$ cat src/core/mwa_pkg.sv
// Purpose: Shared constants and types for the memory word access block.
// Assumes: 32-bit Avalon-MM slave, byte addressed, one word per register.
// Notes:   Command codes and offsets are local choices of this design.
package mwa_pkg;

  // Clock and start delay
  localparam int CLK_MHZ         = 250;
  localparam int START_DELAY_MS  = 30;
  localparam int START_DELAY_CYC = START_DELAY_MS * CLK_MHZ * 1000;

  // Register byte offsets
  localparam logic [7:0] OFF_CMD   = 8'h00;
  localparam logic [7:0] OFF_DATA  = 8'h04;
  localparam logic [7:0] OFF_STAT  = 8'h08;
  localparam logic [7:0] OFF_IRQ   = 8'h0C;
  localparam logic [7:0] OFF_MASK  = 8'h10;
  localparam logic [7:0] OFF_CFG   = 8'h14;
  localparam logic [7:0] OFF_FBASE = 8'h18;
  localparam logic [7:0] OFF_FPTR  = 8'h1C;
  localparam logic [7:0] OFF_FLEN  = 8'h20;
  localparam logic [7:0] OFF_DBASE = 8'h24;
  localparam logic [7:0] OFF_DIRECT_ADDRESS_POINTER  = 8'h28;

  // Command register fields
  localparam int CMD_W   = 5;
  localparam int IMM_BIT = 5;

  // Command codes
  localparam logic [4:0] CMD_DESC_RD  = 5'h0A;
  localparam logic [4:0] CMD_BIN_RD   = 5'h0B;
  localparam logic [4:0] CMD_BIN_WR   = 5'h0C;
  localparam logic [4:0] CMD_SET_ADDR = 5'h10;
  localparam logic [4:0] CMD_DMA_RD   = 5'h11;
  localparam logic [4:0] CMD_DMA_WR   = 5'h12;
  localparam logic [4:0] CMD_ERASE    = 5'h13;

  // Memory kinds
  localparam logic [1:0] MEM_FLASH = 2'h0;
  localparam logic [1:0] MEM_AUDIO_GRADE_RAM  = 2'h1;
  localparam logic [1:0] MEM_DRAM  = 2'h2;

  // Status and interrupt bit positions
  localparam int STAT_BUSY = 0;
  localparam int STAT_ERR  = 1;
  localparam int IRQ_DONE  = 0;
  localparam int IRQ_ERR   = 1;

  // Reset values
  localparam logic [15:0] DATA_RST = 16'h0000;
  localparam logic [23:0] ADDR_RST = 24'h000000;
  localparam logic [1:0]  IRQ_RST  = 2'h0;

  // File and memory configuration, lowest bits last
  typedef struct packed {
    logic       existing;
    logic       full;
    logic       vprompt;
    logic       phrase;
    logic       audio;
    logic       binary;
    logic       file_open;
    logic [1:0] mem;
  } mwa_cfg_t;

  localparam logic [8:0] CFG_RST = 9'h000;

  // Request towards the external memory controller
  typedef struct packed {
    logic        req;
    logic        we;
    logic        erase;
    logic [23:0] addr;
    logic [15:0] wdata;
  } mwa_mem_t;

  typedef enum logic [2:0] {
    ST_IDLE = 3'h0,
    ST_WAIT = 3'h1,
    ST_EXEC = 3'h2,
    ST_RD   = 3'h3,
    ST_WR   = 3'h4,
    ST_DONE = 3'h5
  } mwa_state_t;

endpackage

$ cat src/core/mwa_memory_word_access.sv
// Purpose: Word level memory command executor behind an Avalon-MM slave.
// Assumes: Memory controller on clk answers each request with a mem_ack pulse.
// Notes:   Busy commands and data writes while busy are ignored.
// Contract
// - Host writes 5-bit command code; operand goes in 16-bit data register.
// - Binary read returns word at file pointer, advances it; errors on bad state.
// - Binary write stores data word at file pointer, then advances pointer.
// - Binary write errors on range, voice prompt space, full memory, audio file.
// - On flash, overwriting existing file words can only turn zeros into ones.
// - Descriptor read returns selected entry in data register, never errors.
// - Direct commands are rejected with error while a file is open.
// - Set address loads pointer bits 8 to 23, clears bits 0 to 7.
// - Direct read fetches word at direct pointer, then increments pointer.
// - Direct write stores data word at direct pointer, then increments it.
// - Block erase erases flash block at pointer; errors if open or not flash.
// - Any command start may be postponed by up to 30 ms.
// - Immediate bit with idle signal processing starts the command at once.
// - Busy flag stands while a command executes, clears on completion.
`timescale 1ns/1ps
`default_nettype none
module mwa_memory_word_access
  import mwa_pkg::*;
#(
  parameter int DELAY_CYC = START_DELAY_CYC
) (
  input  wire logic        clk,             // 250 MHz clock
  input  wire logic        arst_n,          // Async reset, low
  input  wire logic [7:0]  avs_address,     // Byte address
  input  wire logic        avs_read,        // Read request
  input  wire logic        avs_write,       // Write request
  input  wire logic [31:0] avs_writedata,   // Write data
  input  wire logic [3:0]  avs_byteenable,  // Byte lanes
  output logic      [31:0] avs_readdata,    // Read data
  output logic             avs_waitrequest, // Stall
  output mwa_mem_t         mem,             // Memory request
  input  wire logic [15:0] mem_rdata,       // Memory read data
  input  wire logic        mem_ack,         // Memory done pulse
  input  wire logic        dsp_idle,        // Coder, decoder, detector idle
  output logic             busy_flag,       // Command running
  output logic             irq              // Level interrupt
);

  localparam int CW = $clog2(DELAY_CYC + 1) + 1;

  mwa_state_t  state;
  logic        resp_q;
  logic [31:0] rdata_q;
  logic [4:0]  cmd_q;
  logic        imm_q;
  logic [15:0] cdata;
  mwa_cfg_t    cfg;
  logic [23:0] fbase;
  logic [23:0] dbase;
  logic [15:0] fptr;
  logic [15:0] flen;
  logic [23:0] direct_address_pointer;
  logic [CW-1:0] cnt;
  logic        err_q;
  logic        err_flag;
  logic [1:0]  irq_st;
  logic [1:0]  irq_mask;
  logic        acc_wr;
  logic        acc_cmd;
  logic        exec_err;
  logic        merge;

  // Lane merge of a 16-bit field
  function automatic logic [15:0] merge16(input logic [15:0] old, input logic [31:0] wd,
                                          input logic [3:0] be);
    merge16 = {be[1] ? wd[15:8] : old[15:8], be[0] ? wd[7:0] : old[7:0]};
  endfunction

  // Error decode for the command about to run
  function automatic logic cmd_error(input logic [4:0] c, input mwa_cfg_t f,
                                     input logic [15:0] p, input logic [15:0] l);
    case (c)
      CMD_BIN_RD:   cmd_error = !f.binary || f.audio || f.phrase || (p >= l);
      CMD_BIN_WR:   cmd_error = !f.binary || f.audio || f.vprompt || f.full
                                || (f.existing && (p >= l));
      CMD_DESC_RD:  cmd_error = 1'b0;
      CMD_SET_ADDR: cmd_error = f.file_open;
      CMD_DMA_RD:   cmd_error = f.file_open;
      CMD_DMA_WR:   cmd_error = f.file_open;
      CMD_ERASE:    cmd_error = f.file_open || (f.mem != MEM_FLASH);
      default:      cmd_error = 1'b1;
    endcase
  endfunction

  // One wait cycle per access keeps read data registered
  assign avs_waitrequest = (avs_read || avs_write) && !resp_q;
  assign acc_wr          = avs_write && resp_q;
  assign acc_cmd         = acc_wr && (avs_address == OFF_CMD) && (state == ST_IDLE);
  assign exec_err        = cmd_error(cmd_q, cfg, fptr, flen);
  // Flash cannot clear bits, so existing words are read and ORed
  assign merge           = (cfg.mem == MEM_FLASH) && cfg.existing && (fptr < flen);
  assign busy_flag       = (state != ST_IDLE);
  assign irq             = |(irq_st & irq_mask);

  // Bus response phase
  always_ff @(posedge clk or negedge arst_n) begin
    if (!arst_n) begin
      resp_q <= 1'b0;
    end else begin
      resp_q <= (avs_read || avs_write) && !resp_q;
    end
  end

  // Read mux, captured in the wait cycle
  always_ff @(posedge clk or negedge arst_n) begin
    if (!arst_n) begin
      rdata_q <= 32'h00000000;
    end else if (avs_read && !resp_q) begin
      case (avs_address)
        OFF_CMD:   rdata_q <= {26'h0000000, imm_q, cmd_q};
        OFF_DATA:  rdata_q <= {16'h0000, cdata};
        OFF_STAT:  rdata_q <= {30'h00000000, err_flag, busy_flag};
        OFF_IRQ:   rdata_q <= {30'h00000000, irq_st};
        OFF_MASK:  rdata_q <= {30'h00000000, irq_mask};
        OFF_CFG:   rdata_q <= {23'h000000, cfg};
        OFF_FBASE: rdata_q <= {8'h00, fbase};
        OFF_FPTR:  rdata_q <= {16'h0000, fptr};
        OFF_FLEN:  rdata_q <= {16'h0000, flen};
        OFF_DBASE: rdata_q <= {8'h00, dbase};
        OFF_DIRECT_ADDRESS_POINTER:  rdata_q <= {8'h00, direct_address_pointer};
        default:   rdata_q <= 32'h00000000;
      endcase
    end
  end
  assign avs_readdata = resp_q ? rdata_q : 32'h00000000;

  // Command register, taken only when idle
  always_ff @(posedge clk or negedge arst_n) begin
    if (!arst_n) begin
      cmd_q <= 5'h00;
      imm_q <= 1'b0;
    end else if (acc_cmd && avs_byteenable[0]) begin
      cmd_q <= avs_writedata[CMD_W-1:0];
      imm_q <= avs_writedata[IMM_BIT];
    end
  end

  // Configuration, only changed while idle to keep decode stable
  always_ff @(posedge clk or negedge arst_n) begin
    if (!arst_n) begin
      cfg      <= CFG_RST;
      fbase    <= ADDR_RST;
      dbase    <= ADDR_RST;
      irq_mask <= IRQ_RST;
    end else if (acc_wr && state == ST_IDLE) begin
      case (avs_address)
        OFF_CFG:   cfg <= {avs_byteenable[1] ? avs_writedata[8] : cfg[8],
                           avs_byteenable[0] ? avs_writedata[7:0] : cfg[7:0]};
        OFF_FBASE: fbase <= {avs_byteenable[2] ? avs_writedata[23:16] : fbase[23:16],
                             merge16(fbase[15:0], avs_writedata, avs_byteenable)};
        OFF_DBASE: dbase <= {avs_byteenable[2] ? avs_writedata[23:16] : dbase[23:16],
                             merge16(dbase[15:0], avs_writedata, avs_byteenable)};
        OFF_MASK:  irq_mask <= avs_byteenable[0] ? avs_writedata[1:0] : irq_mask;
        default:   irq_mask <= irq_mask;
      endcase
    end
  end

  // Sequencer
  always_ff @(posedge clk or negedge arst_n) begin
    if (!arst_n) begin
      state <= ST_IDLE;
      cnt   <= '0;
      err_q <= 1'b0;
    end else begin
      case (state)
        ST_IDLE: begin
          if (acc_cmd) begin
            if (avs_writedata[IMM_BIT] && dsp_idle) begin
              state <= ST_EXEC;
            end else begin
              state <= ST_WAIT;
              cnt   <= CW'(DELAY_CYC - 1);
            end
          end
        end
        ST_WAIT: begin
          // Worst case start delay, counted in full
          if (cnt == '0) begin
            state <= ST_EXEC;
          end else begin
            cnt <= cnt - 1'b1;
          end
        end
        ST_EXEC: begin
          err_q <= exec_err;
          if (exec_err) begin
            state <= ST_DONE;
          end else begin
            case (cmd_q)
              CMD_DESC_RD, CMD_BIN_RD, CMD_DMA_RD: state <= ST_RD;
              CMD_BIN_WR: state <= merge ? ST_RD : ST_WR;
              CMD_DMA_WR, CMD_ERASE: state <= ST_WR;
              default: state <= ST_DONE;
            endcase
          end
        end
        ST_RD: begin
          if (mem_ack) begin
            state <= (cmd_q == CMD_BIN_WR) ? ST_WR : ST_DONE;
          end
        end
        ST_WR: begin
          if (mem_ack) begin
            state <= ST_DONE;
          end
        end
        ST_DONE: begin
          state <= ST_IDLE;
        end
        default: begin
          state <= ST_IDLE;
        end
      endcase
    end
  end

  // Memory request, held until acknowledged
  always_ff @(posedge clk or negedge arst_n) begin
    if (!arst_n) begin
      mem <= '0;
    end else if (state == ST_EXEC && !exec_err) begin
      mem.req   <= (cmd_q != CMD_SET_ADDR);
      mem.we    <= (cmd_q == CMD_DMA_WR) || (cmd_q == CMD_BIN_WR && !merge);
      mem.erase <= (cmd_q == CMD_ERASE);
      mem.wdata <= cdata;
      case (cmd_q)
        CMD_DESC_RD:            mem.addr <= dbase + {20'h00000, cdata[3:0]};
        CMD_BIN_RD, CMD_BIN_WR: mem.addr <= fbase + {8'h00, fptr};
        default:                mem.addr <= direct_address_pointer;
      endcase
    end else if (state == ST_RD && mem_ack && cmd_q == CMD_BIN_WR) begin
      mem.we    <= 1'b1;
      mem.wdata <= mem_rdata | cdata;
    end else if (mem_ack) begin
      mem.req <= 1'b0;
    end
  end

  // Data register: host operand or command result
  always_ff @(posedge clk or negedge arst_n) begin
    if (!arst_n) begin
      cdata <= DATA_RST;
    end else if (state == ST_RD && mem_ack && cmd_q != CMD_BIN_WR) begin
      cdata <= mem_rdata;
    end else if (acc_wr && state == ST_IDLE && avs_address == OFF_DATA) begin
      cdata <= merge16(cdata, avs_writedata, avs_byteenable);
    end
  end

  // File pointer and length; host write stands in for a seek
  always_ff @(posedge clk or negedge arst_n) begin
    if (!arst_n) begin
      fptr <= DATA_RST;
      flen <= DATA_RST;
    end else if (mem_ack && state == ST_RD && cmd_q == CMD_BIN_RD) begin
      fptr <= fptr + 16'h0001;
    end else if (mem_ack && state == ST_WR && cmd_q == CMD_BIN_WR) begin
      fptr <= fptr + 16'h0001;
      if (fptr >= flen) begin
        flen <= fptr + 16'h0001;
      end
    end else if (acc_wr && state == ST_IDLE) begin
      if (avs_address == OFF_FPTR) begin
        fptr <= merge16(fptr, avs_writedata, avs_byteenable);
      end
      if (avs_address == OFF_FLEN) begin
        flen <= merge16(flen, avs_writedata, avs_byteenable);
      end
    end
  end

  // Direct address pointer
  always_ff @(posedge clk or negedge arst_n) begin
    if (!arst_n) begin
      direct_address_pointer <= ADDR_RST;
    end else if (state == ST_EXEC && !exec_err && cmd_q == CMD_SET_ADDR) begin
      direct_address_pointer <= {cdata, 8'h00};
    end else if (mem_ack && ((state == ST_RD && cmd_q == CMD_DMA_RD)
                             || (state == ST_WR && cmd_q == CMD_DMA_WR))) begin
      direct_address_pointer <= direct_address_pointer + 24'h000001;
    end
  end

  // Error status stands until the next command is taken
  always_ff @(posedge clk or negedge arst_n) begin
    if (!arst_n) begin
      err_flag <= 1'b0;
    end else if (state == ST_DONE) begin
      err_flag <= err_q;
    end else if (acc_cmd) begin
      err_flag <= 1'b0;
    end
  end

  // Sticky interrupt status, set wins over write-one-to-clear
  always_ff @(posedge clk or negedge arst_n) begin
    if (!arst_n) begin
      irq_st <= IRQ_RST;
    end else begin
      irq_st <= (irq_st & ~((acc_wr && avs_address == OFF_IRQ && avs_byteenable[0])
                            ? avs_writedata[1:0] : 2'h0))
                | ((state == ST_DONE) ? {err_q, 1'b1} : 2'h0);
    end
  end
endmodule
`default_nettype wire

$ cat config.mk
export PLATFORM = sky130hd
export DESIGN_NAME = mwa_memory_word_access
export DESIGN_NICKNAME = d
export VERILOG_FILES = /design/src/core/mwa_pkg.sv /design/src/core/mwa_memory_word_access.sv
export SDC_FILE = /design/constraint.sdc
export NUM_CORES = 1
export LEC_CHECK = 0
export BUFFER_PORTS_ARGS = -buffer_cell sky130_fd_sc_hd__clkbuf_2
export CAP_MARGIN = 30
export CORE_MARGIN = 5
export CORE_UTILIZATION = 51
export CTS_BUF_LIST = sky130_fd_sc_hd__clkbuf_8 sky130_fd_sc_hd__clkbuf_16
export CTS_CLUSTER_DIAMETER = 120
export DETAILED_ROUTE_END_ITERATION = 16
export GPL_TIMING_DRIVEN = 0
export PLACE_DENSITY = 0.69
export SLEW_MARGIN = 5
export SYNTH_ARGS = -nofsm -noshare
export SYNTH_HDL_FRONTEND = slang
export SYNTH_SLANG_ARGS = --single-unit
$ cat constraint.sdc
create_clock -name clk -period 4.72 [get_ports clk]
set_clock_uncertainty 0.05 [all_clocks]
set_input_delay 0.472 -clock clk [delete_from_list [all_inputs] [get_ports clk]]
set_output_delay 0.472 -clock clk [all_outputs]
set_load 0.005 [all_outputs]
-- After elaboration in Yosys (flattened, before gate mapping)
Cells that the tools add are included.
- register bits after elaboration: 244
- input bits: 66
- output and inout bits: 78
- bitwise operators: 6
- multiplexer cells: 42
- reductions and logical operators: 85
- add/sub/neg operators: 5
- eq/ne operators: 32
- order comparisons: 2
- operators by type and width (kind ; number):
    24-bit one-hot mux with 11 select lines ; 1
    16-bit two-way mux ; 12
    24-bit two-way mux ; 5
    24-bit one-hot mux with 2 select lines ; 2
    3-bit AND reduction ; 11
    8-bit by 5-bit == test with 1-bit output, second input constant ; 4
    32-bit two-way mux ; 1
    1-bit logical AND ; 26
    2-bit nonzero test ; 13
    24-bit by 1-bit adder with 24-bit output, second input constant ; 1
    24-bit by 16-bit adder with 24-bit output ; 1
    24-bit by 4-bit adder with 24-bit output ; 1
    8-bit by 6-bit == test with 1-bit output, second input constant ; 3
    24-bit logical NOT ; 1
    24-bit by 1-bit subtractor with 24-bit output, second input constant ; 1
    5-bit == test, second input constant ; 4
    3-bit two-way mux ; 6
    16-bit by 1-bit adder with 16-bit output, second input constant ; 1
    8-bit by 4-bit == test with 1-bit output, second input constant ; 2
    16-bit >= comparator ; 1
    16-bit less-than comparator ; 1
    8-bit two-way mux ; 2
    2-bit != test, second input constant ; 8
    16-bit bitwise OR ; 1
    27 further kinds ; 63

-- Longest topological paths before layout
Gate-level depths: netlist of run 1.
- depth in word-level cells: 10
- depth in mapped cells: 10
- mapped depth without buffers: 9

-- Worst setup path before layout of run 1
OpenSTA, ideal clock, no wires.
- path kind: reg-to-reg
- from: reg fptr[0]
- to: reg mem[30] (netlist bit)
- cell stages (with the launch flop): 10
- required time: 4535 ps
- setup slack: 2174 ps
- buffers on the path: 0
- data arrival time: 2361 ps
- clock period less this slack: 2546 ps
- path through: dfrtp_1 -> ha_1 -> fa_1 -> a211oi_1 -> o211ai_1 -> a21boi_0 -> o21ai_0 -> xor2_1 -> a21oi_1 -> o21ai_0
- longest elaborated chain between the ends: 6
- ends and longest elaborated chain (element ; line ; text):
    start: declaration ; mwa_memory_word_access.sv:54 ; logic [15:0] fptr;
    start signal: assignment ; mwa_memory_word_access.sv:261 ; fptr <= fptr + 16'h0001;
    start signal: assignment ; mwa_memory_word_access.sv:263 ; fptr <= fptr + 16'h0001;
    start signal: assignment ; mwa_memory_word_access.sv:269 ; fptr <= merge16(fptr, avs_writedata, avs_byteenable);
    16-bit >= comparator ; mwa_memory_word_access.sv:77, mwa_memory_word_access.sv:79 ;
    1-bit logical AND ; mwa_memory_word_access.sv:79 ; || (f.existing && (p >= l));
    1-bit logical OR ; mwa_memory_word_access.sv:79 ;
    1-bit one-hot mux with 5 select lines ; mwa_memory_word_access.sv:76 ; case (c)
    1-bit logical NOT ; mwa_memory_word_access.sv:226 ; end else if (state == ST_EXEC && !exec_err) begin
    1-bit logical AND ; mwa_memory_word_access.sv:226 ;
    end: declaration ; mwa_memory_word_access.sv:35 ; output mwa_mem_t mem,
Several ways; a longest one is shown, not always the timed one.
A chain may end at the register's enable or synchronous reset.

-- Worst setup path after layout of run 1
- from: reg fptr[13]
- to: reg mem[34] (netlist bit)
Same word-level chain as after synthesis.

==> results of run 1 <==
[cells in the mapped netlist (all sizes together) (4+ instances only)]
cell / count
dfrtp: 236
nand2: 157
nor2: 150
o21ai: 105
a21oi: 81
mux2: 68
clkbuf: 59
xnor2: 52
nand3: 44
a22oi: 40
ha: 39
and2: 37
inv: 36
mux2i: 32
buf: 26
a222oi: 25
nor3: 25
xor2: 25
and3: 22
nand4: 21
a21o: 18
a221oi: 17
o22a: 16
a31oi: 13
o31ai: 13
or3: 10
nor4: 9
nor2b: 8
o211ai: 8
or4: 8
a211oi: 7
a22o: 7
nand2b: 7
nand3b: 7
nor3b: 7
o21a: 7
a41oi: 6
and4: 6
a211o: 4
a221o: 4
a31o: 4
[worst max path at each step]
stage                     depth (start not counted)  slack (ns)                 start                    end
final                                             9        0.89  fptr[13]$_DFFE_PN0P_    mem[34]$_DFFE_PN0P_
after global routing                              9        0.87  fptr[13]$_DFFE_PN0P_    mem[34]$_DFFE_PN0P_
after CTS                                         9        0.91  fptr[13]$_DFFE_PN0P_    mem[34]$_DFFE_PN0P_
after detailed placement                          9        0.93  fptr[13]$_DFFE_PN0P_    mem[34]$_DFFE_PN0P_
after global placement                            1       -1.74                arst_n  fbase[19]$_DFFE_PN0P_
after floorplan                                   9        2.17   fptr[0]$_DFFE_PN0P_    mem[30]$_DFFE_PN0P_
[layout make-up]
class,instances,share of cell area
Buffer,85,0.0236
Sequential cell,236,0.367
Clock buffer,35,0.0488
Multi-Input combinational cell,1152,0.474
Inverter,36,0.00840
Clock inverter,15,0.00847
Tap cell,341,0.0265
Timing Repair Buffer,128,0.0436
[state kept, by name, summed over array words and instances, names as in the netlist]
name                    cells
fptr                       16
irq_mask                    2
rdata_q                    24
fbase                      24
dbase                      24
cmd_q                       5
state                       3
flen                       16
err_q                       1
resp_q                      1
mem                        43
cfg                         9
cnt                        24
cdata                      16
direct_address_pointer     24
err_flag                    1
imm_q                       1
irq_st                      2
[worst max-delay path, stage by stage, from the launching register on]
cell and delay (ns):
dfrtp_1 0.48, ha_1 0.35, a21oi_1 0.15, nor2_1 0.05, a211oi_1 0.63, a31oi_2 0.34, nor3_2 0.63, clkbuf_1 0.63
o211ai_1 0.23, o21a_1 0.16
[repair_timing]
action | 4_1_cts | 5_1_grt
hold endpoints to repair | 30 | 0
setup buffers | 0 | 0
hold buffers | 1 | 0
[power groups by stage]
stage,Combinational (mW),Sequential (mW),Clock [mW]
floorplan,0.331,2.24,0
global placement,0.504,2.29,0
detailed placement,0.522,2.30,0
CTS,0.527,2.26,2.18
global route,0.593,2.28,2.27
finish,0.531,2.27,2.16
[through the flow]
| stage | setup WS [ns] | cells | instance area (µm²) | utilization |
|---|---|---|---|---|
| after floorplan | 2.17 | 1509 | 14000 | - |
| after global placement | -1.74 | 1972 | 15100 | 0.558 |
| after detailed placement | 0.934 | 1977 | 15200 | 0.561 |
| after CTS | 0.908 | 2028 | 16100 | 0.596 |
| after global routing | 0.865 | 2028 | 16100 | 0.596 |
| final | 0.888 | 2028 | 16100 | 0.596 |
[per-layer routing]
metal | GRT usage | share of wire | up-vias | wire length [µm]
met5 | 0 | 0 | - | 0
met4 | 0.111 | 0.042 | 0 | 1960
met1 | 0.429 | 0.44 | 6171 | 20200
met2 | 0.448 | 0.43 | 610 | 19900
met3 | 0.0465 | 0.091 | 105 | 4190
li1 | - | - | 5826 | -
[cells by family after synthesis]
| group | Yosys count | synth area share |
|---|---|---|
| flip-flops | 236 | 0.421 |
| AO/OA/AOI/OAI | 401 | 0.196 |
| AND/OR/NAND/NOR | 525 | 0.183 |
| multiplexers | 100 | 0.0775 |
| buffers and inverters | 121 | 0.0368 |
| adder cells (fa/ha/maj) | 41 | 0.0377 |
| other | 1 | 0.000268 |
| XOR/XNOR | 77 | 0.0481 |
==> metrics.md, run 1 <==
| Metric | Value |
|---|---|
| Core Region | 27000 µm² |
| Min Tclk post-route | 3.83 ns |
| Total internal power | 3.60 mW |
| CTS sink count | 236 |
| Commonest non-fill, non-tap cell in the layout | dfrtp_1 |
| Initial DRC Count | 1322 |
| Fraction of registers with async set or reset after synthesis | 1.00 |
| Total Neg Setup Slack | 0 ns |
| CP Class | register to register |
| Worst hold-check path type | input pin to register |
| Fill count | 2374 |
| Post-Synthesis Cells | 1502 |
| Synth top area cells | dfrtp_1, mux2_2, nand2_1, nor2_1, ha_1 |
| Hold slack final | roughly 0.12 ns |
| Critical path peak fanout | 10 |
| DRC Markers | 0 |
| Worst Tran Pin Value | ~1.0 ns |
| Antenna fix cells | 0 |
| Gates resized, CTS repair | 0 |
| Most frequent cells in the layout | dfrtp_1, nand2_1, nor2_1 |
| Worst endpoint required time | 5.11 ns |
| Setup crit end kind | register |
| Die area | 30900 µm² |
| Combinational power share | 0.107 |
| Post-synthesis sequential area ratio | 0.421 |
| Hold wc startpoint | avs_writedata[20] |
| Main synth FF type | dfrtp_1 |
| Reg-to-Reg Start | fptr[13]$_DFFE_PN0P_ |
| Synthesized area per cell | 9.33 µm² |
| DP Wirelength | 35.6 mm |
| P&R area growth vs syn | 14.8% |
| Slew margin rel. | 0.307 |
| Placer's final routability congestion estimate | 0.972 |
| Largest net degree at the start of global routing | roughly 110 |
| RSZ-0062 raised after global routing | false |
| Yosys top cell area share | 0.421 |
| Startpoint types | register |
| Clock power frac | 0.436 |
| GRT overflow | 0 |
| CP arrival | 4.22 ns |
| Period utilisation layout | 0.812 |
| CTS root buffer | clkbuf_16 |
| Outcome | finished, final reports clean |
| EDFF count, synth | 0 |
| Yosys reg bits | between 200 and 250 |
| Vias/cell | around 6.3 |
| Gr usage total | 0.295 |
| Max Fclk | ~0.26 GHz |
| Synth Cell Area | 14000 µm² |
| Vias | 12700 |
| Final Total Pwr | 4.96 mW |
| Seq. cell area | 5910 µm² |
| Number of endpoints failing setup at the final stage | 0 |
| Starting Density | 0.519 |
| Switching part of the total | 0.273 |
| Max cap viols | 0 |
| Port buffer count | 122 |
| Num rows | 60 |
| Antenna Nets Post-Route | 0 |
| Initial antenna violation count | 0 |
| CTS HTree Levels | 1 |
| Worst r2r path cells | 9 |
| Num CTS Buffers | 27 |
| Sequential power share | 0.457 |
| P_sw | 1.36 mW |
| Max-slew violation count | 0 |
| DR WL/cell | 22.8 µm |
| YS warnings | 0 |
| Final number of hold-violating endpoints | 0 |
| Nets | 1773 |
| Multi-input gate area | between 7000 and 8000 µm² |
| Fraction of layout cells with a size suffix above 1 | 0.173 |
| Library cells used by synthesis | 84 |
| Largest area contributor in the netlist | dfrtp_1 |
| Die width | 176 µm |
| Worst reg-to-reg setup slack | approximately 0.89 ns |
| I/O pin cnt | 144 |
| Die Span Y | 176 µm |
| Pre-antenna DRT Iters | 8 |
| CTS tree | done |
| First-pass GRT wire length | 72.2 mm |
| Hold path depth | 3 |
| Peak VDD IR | around 280 µV |
| PwrDens | slightly above 300 nW/µm² |
| Total routed wirelength | around 46 mm |
| Clock-pin slew on the worst setup and hold paths | 0.06 ns |
| LEAKAGE | 7.37 nW |
| Maximum root-to-sink buffer count | 3 |
| Hold Path Sink | fbase[20]$_DFFE_PN0P_ |
| Vias in the first global route | between 10000 and 15000 |
| R2r endpoint | mem[34]$_DFFE_PN0P_ |
| Worst-Skew Late Latency | about 0.56 ns |
Note: power is estimated with default switching activity, not from simulation.
==> run 2, diff against run 1 <==
--- a/config.mk
+++ b/config.mk
@@ -13,7 +13,7 @@
 export CTS_CLUSTER_DIAMETER = 120
 export DETAILED_ROUTE_END_ITERATION = 16
 export GPL_TIMING_DRIVEN = 0
-export PLACE_DENSITY = 0.69
+export PLACE_DENSITY = 0.71
 export SLEW_MARGIN = 5
 export SYNTH_ARGS = -nofsm -noshare
 export SYNTH_HDL_FRONTEND = slang
==> constraint.sdc (replaced) <==
create_clock -name clk -period 3.5 [get_ports clk]
set_clock_uncertainty 0.05 [all_clocks]
set_input_delay 0.35 -clock clk [delete_from_list [all_inputs] [get_ports clk]]
set_output_delay 0.35 -clock clk [all_outputs]
set_load 0.005 [all_outputs]
==> metrics.md, run 2 (synthesis gave the netlist of run 1 again) <==
| Metric | Value |
|---|---|
| Outcome | finished, final reports clean (unchanged) |
| CP arrival | 3.69 ns (was 4.22 ns) |
| Num CTS Buffers | 27 (unchanged) |
| Largest net degree at the start of global routing | 100 (was 107) |
| Total routed wirelength | 45.3 mm (was 46.3 mm) |
| Gr usage total | 0.289 (was 0.295) |
| DP Wirelength | 34.5 mm (was 35.6 mm) |
| Total Neg Setup Slack | 0 ns (unchanged) |
| Hold Path Sink | dbase[21]$_DFFE_PN0P_ (was fbase[20]$_DFFE_PN0P_) |
| I/O pin cnt | 144 (unchanged) |
| Worst r2r path cells | 9 (unchanged) |
| Die area | 30900 µm² (unchanged) |
| Worst endpoint required time | 3.87 ns (was 5.11 ns) |
| Pre-CTS WS | -0.181 ns (was 0.934 ns) |
| Reg-to-Reg Start | cmd_q[1]$_DFFE_PN0P_ (was fptr[13]$_DFFE_PN0P_) |
| Placer's final routability congestion estimate | 0.997 (was 0.972) |
| Placed insts | 1975 (was 1977) |
| Commonest non-fill, non-tap cell in the layout | dfrtp_1 (unchanged) |
| Hold wc startpoint | avs_writedata[21] (was avs_writedata[20]) |
| Fill count | 2397 (was 2374) |
| Worst Tran Pin Value | 1.05 ns (was 1.04 ns) |
| Peak VDD IR | 403 µV (was 276 µV) |
| Slew margin rel. | 0.293 (was 0.307) |
| CTS sink count | 236 (unchanged) |
| Startpoint types | register (unchanged) |
| Initial antenna violation count | 0 (unchanged) |
| CTS root buffer | clkbuf_16 (unchanged) |
| Final Cell Area | 16200 µm² (was 16100 µm²) |
| GRT busiest layer | met2 (unchanged) |
| Vias in the first global route | 12500 (was 12400) |
| Antenna Nets Post-Route | 0 (unchanged) |
| Min Tclk post-route | 3.32 ns (was 3.83 ns) |
| CTS HTree Levels | 1 (unchanged) |
| Max Fclk | 0.301 GHz (was 0.261 GHz) |
| Hold path depth | 2 (was 3) |
| Starting Density | 0.519 (unchanged) |
| Nets | 1779 (was 1773) |
| Pre-antenna DRT Iters | 8 (unchanged) |
| Finished Layout Cells | 2032 (was 2028) |
| Area after DPL | 15200 µm² (about the same) |
| Setup crit end kind | register (unchanged) |
| Max cap viols | 0 (unchanged) |
| CP Class | register to register (unchanged) |
| Vias/cell | 6.24 (was 6.27) |
| PwrDens | 415 nW/µm² (was 308 nW/µm²) |
| Vias | 12700 (about the same) |
| Met1 global-route usage | 0.406 (was 0.429) |
| CTS tree | done (unchanged) |
| DRC Markers | 0 (unchanged) |
| Antenna fix cells | 0 (unchanged) |
| Period utilisation layout | 0.948 (was 0.812) |
| LEAKAGE | 7.37 nW (about the same) |
| Met3 track demand over resource | 0.0609 (was 0.0465) |
| R2r endpoint | mem[37]$_DFFE_PN0P_ (was mem[34]$_DFFE_PN0P_) |
| Worst reg-to-reg setup slack | 0.18 ns (was 0.89 ns) |
| Die Span Y | 176 µm (unchanged) |
| Worst setup margin | 0.180 ns (was 0.888 ns) |
| Final number of hold-violating endpoints | 0 (unchanged) |
| First-pass GRT wire length | 70.8 mm (was 72.2 mm) |
| Worst hold-check path type | input pin to register (unchanged) |
| GRT overflow | 0 (unchanged) |
| Num rows | 60 (unchanged) |
| Number of endpoints failing setup at the final stage | 0 (unchanged) |
| Clock-pin slew on the worst setup and hold paths | 0.06 ns (about the same) |
| Maximum root-to-sink buffer count | 3 (unchanged) |
| Initial DRC Count | 1725 (was 1322) |
| Hold slack final | 0.0171 ns (was 0.118 ns) |
| Port buffer count | 122 (unchanged) |
| Worst-Skew Late Latency | 0.55 ns (was 0.56 ns) |
| Fraction of layout cells with a size suffix above 1 | 0.174 (was 0.173) |
| Max-slew violation count | 0 (unchanged) |
| Die width | 176 µm (unchanged) |
| Core Region | 27000 µm² (unchanged) |
| Setup bufs post-CTS | 0 (unchanged) |
| Critical path peak fanout | 10 (unchanged) |
| P&R area growth vs syn | 15.3% (was 14.8%) |
| Most frequent cells in the layout | dfrtp_1, nand2_1, nor2_1 (unchanged) |
| Largest Register | mem (unchanged) |
| DR WL/cell | 22.3 µm (was 22.8 µm) |
| Met2 usage | 0.442 (was 0.448) |
| RSZ-0062 raised after global routing | false (unchanged) |
| Max reg flops | 43 (unchanged) |
run 2: changes by cell type in the layout (fill, tap and decap cells not counted), sizes merged:
cell	before	now
clkinv	6	8
clkinvlp	1	3
inv	42	37
dlygate4sd3	1	9
buf	31	29
bufinv	2	3
clkbuf	216	214
run 2: worst max-delay path by stage:
stage | startpoint | depth (start not counted) | end | slack, ns
finish | cmd_q[1]$_DFFE_PN0P_ | 9 | mem[37]$_DFFE_PN0P_ | 0.18
global route | cmd_q[1]$_DFFE_PN0P_ | 9 | mem[37]$_DFFE_PN0P_ | 0.006
CTS | fptr[13]$_DFFE_PN0P_ | 9 | mem[37]$_DFFE_PN0P_ | 0.15
detailed placement | fptr[13]$_DFFE_PN0P_ | 9 | mem[34]$_DFFE_PN0P_ | -0.18
global placement | arst_n | 1 | dbase[19]$_DFFE_PN0P_ | -2.87
floorplan | fptr[0]$_DFFE_PN0P_ | 9 | mem[30]$_DFFE_PN0P_ | 0.95
run 2: area by class of cell:
cell class | count | area (µm²) | area share
sequential | 236 | 5910 | 0.365
multi-input combinational | 1152 | 7630 | 0.472
inverter | 36 | 135 | 0.00836
clock buffer | 33 | 758 | 0.0469
timing repair buffer | 134 | 769 | 0.0476
tap | 341 | 427 | 0.0264
buffer | 85 | 382 | 0.0236
clock inverter | 15 | 156 | 0.00967
run 2: power by group:
part	total (mW)	switching (mW)	internal (mW)	leakage, nW
Clock	2.93	1.19	1.75	0.455
Sequential	3.06	0.197	2.86	3.01
Combinational	0.719	0.438	0.281	3.91
run 2: through the flow:
step,util,power [mW]
final,0.598,6.71
after global routing,0.598,6.95
after CTS,0.598,6.72
after detailed placement,0.561,3.80
after global placement,0.558,3.77
after floorplan,-,3.46
run 2: per-layer routing:
metal	vias up	part of all wire
met5	-	0
met4	0	0.040
met3	101	0.098
met2	637	0.44
met1	6095	0.42
li1	5855	-
run 2: what timing repair did:
action	CTS	global route
pin swaps	0	0
hold buffers	9	0
gates resized for setup	2	1
endpoints found under the setup margin	9	1
endpoints found under the hold margin	57	0
run 2: critical path, stage by stage, from the launching register on:
cell       delay (ns)
dfrtp_1          0.35
buf_2            0.19
nand2_1          0.12
nor2_1           0.06
o21ai_1          0.79
o2111ai_2        0.37
nor3_4           0.45
buf_2            0.47
mux2i_1          0.23
o21ai_0          0.09
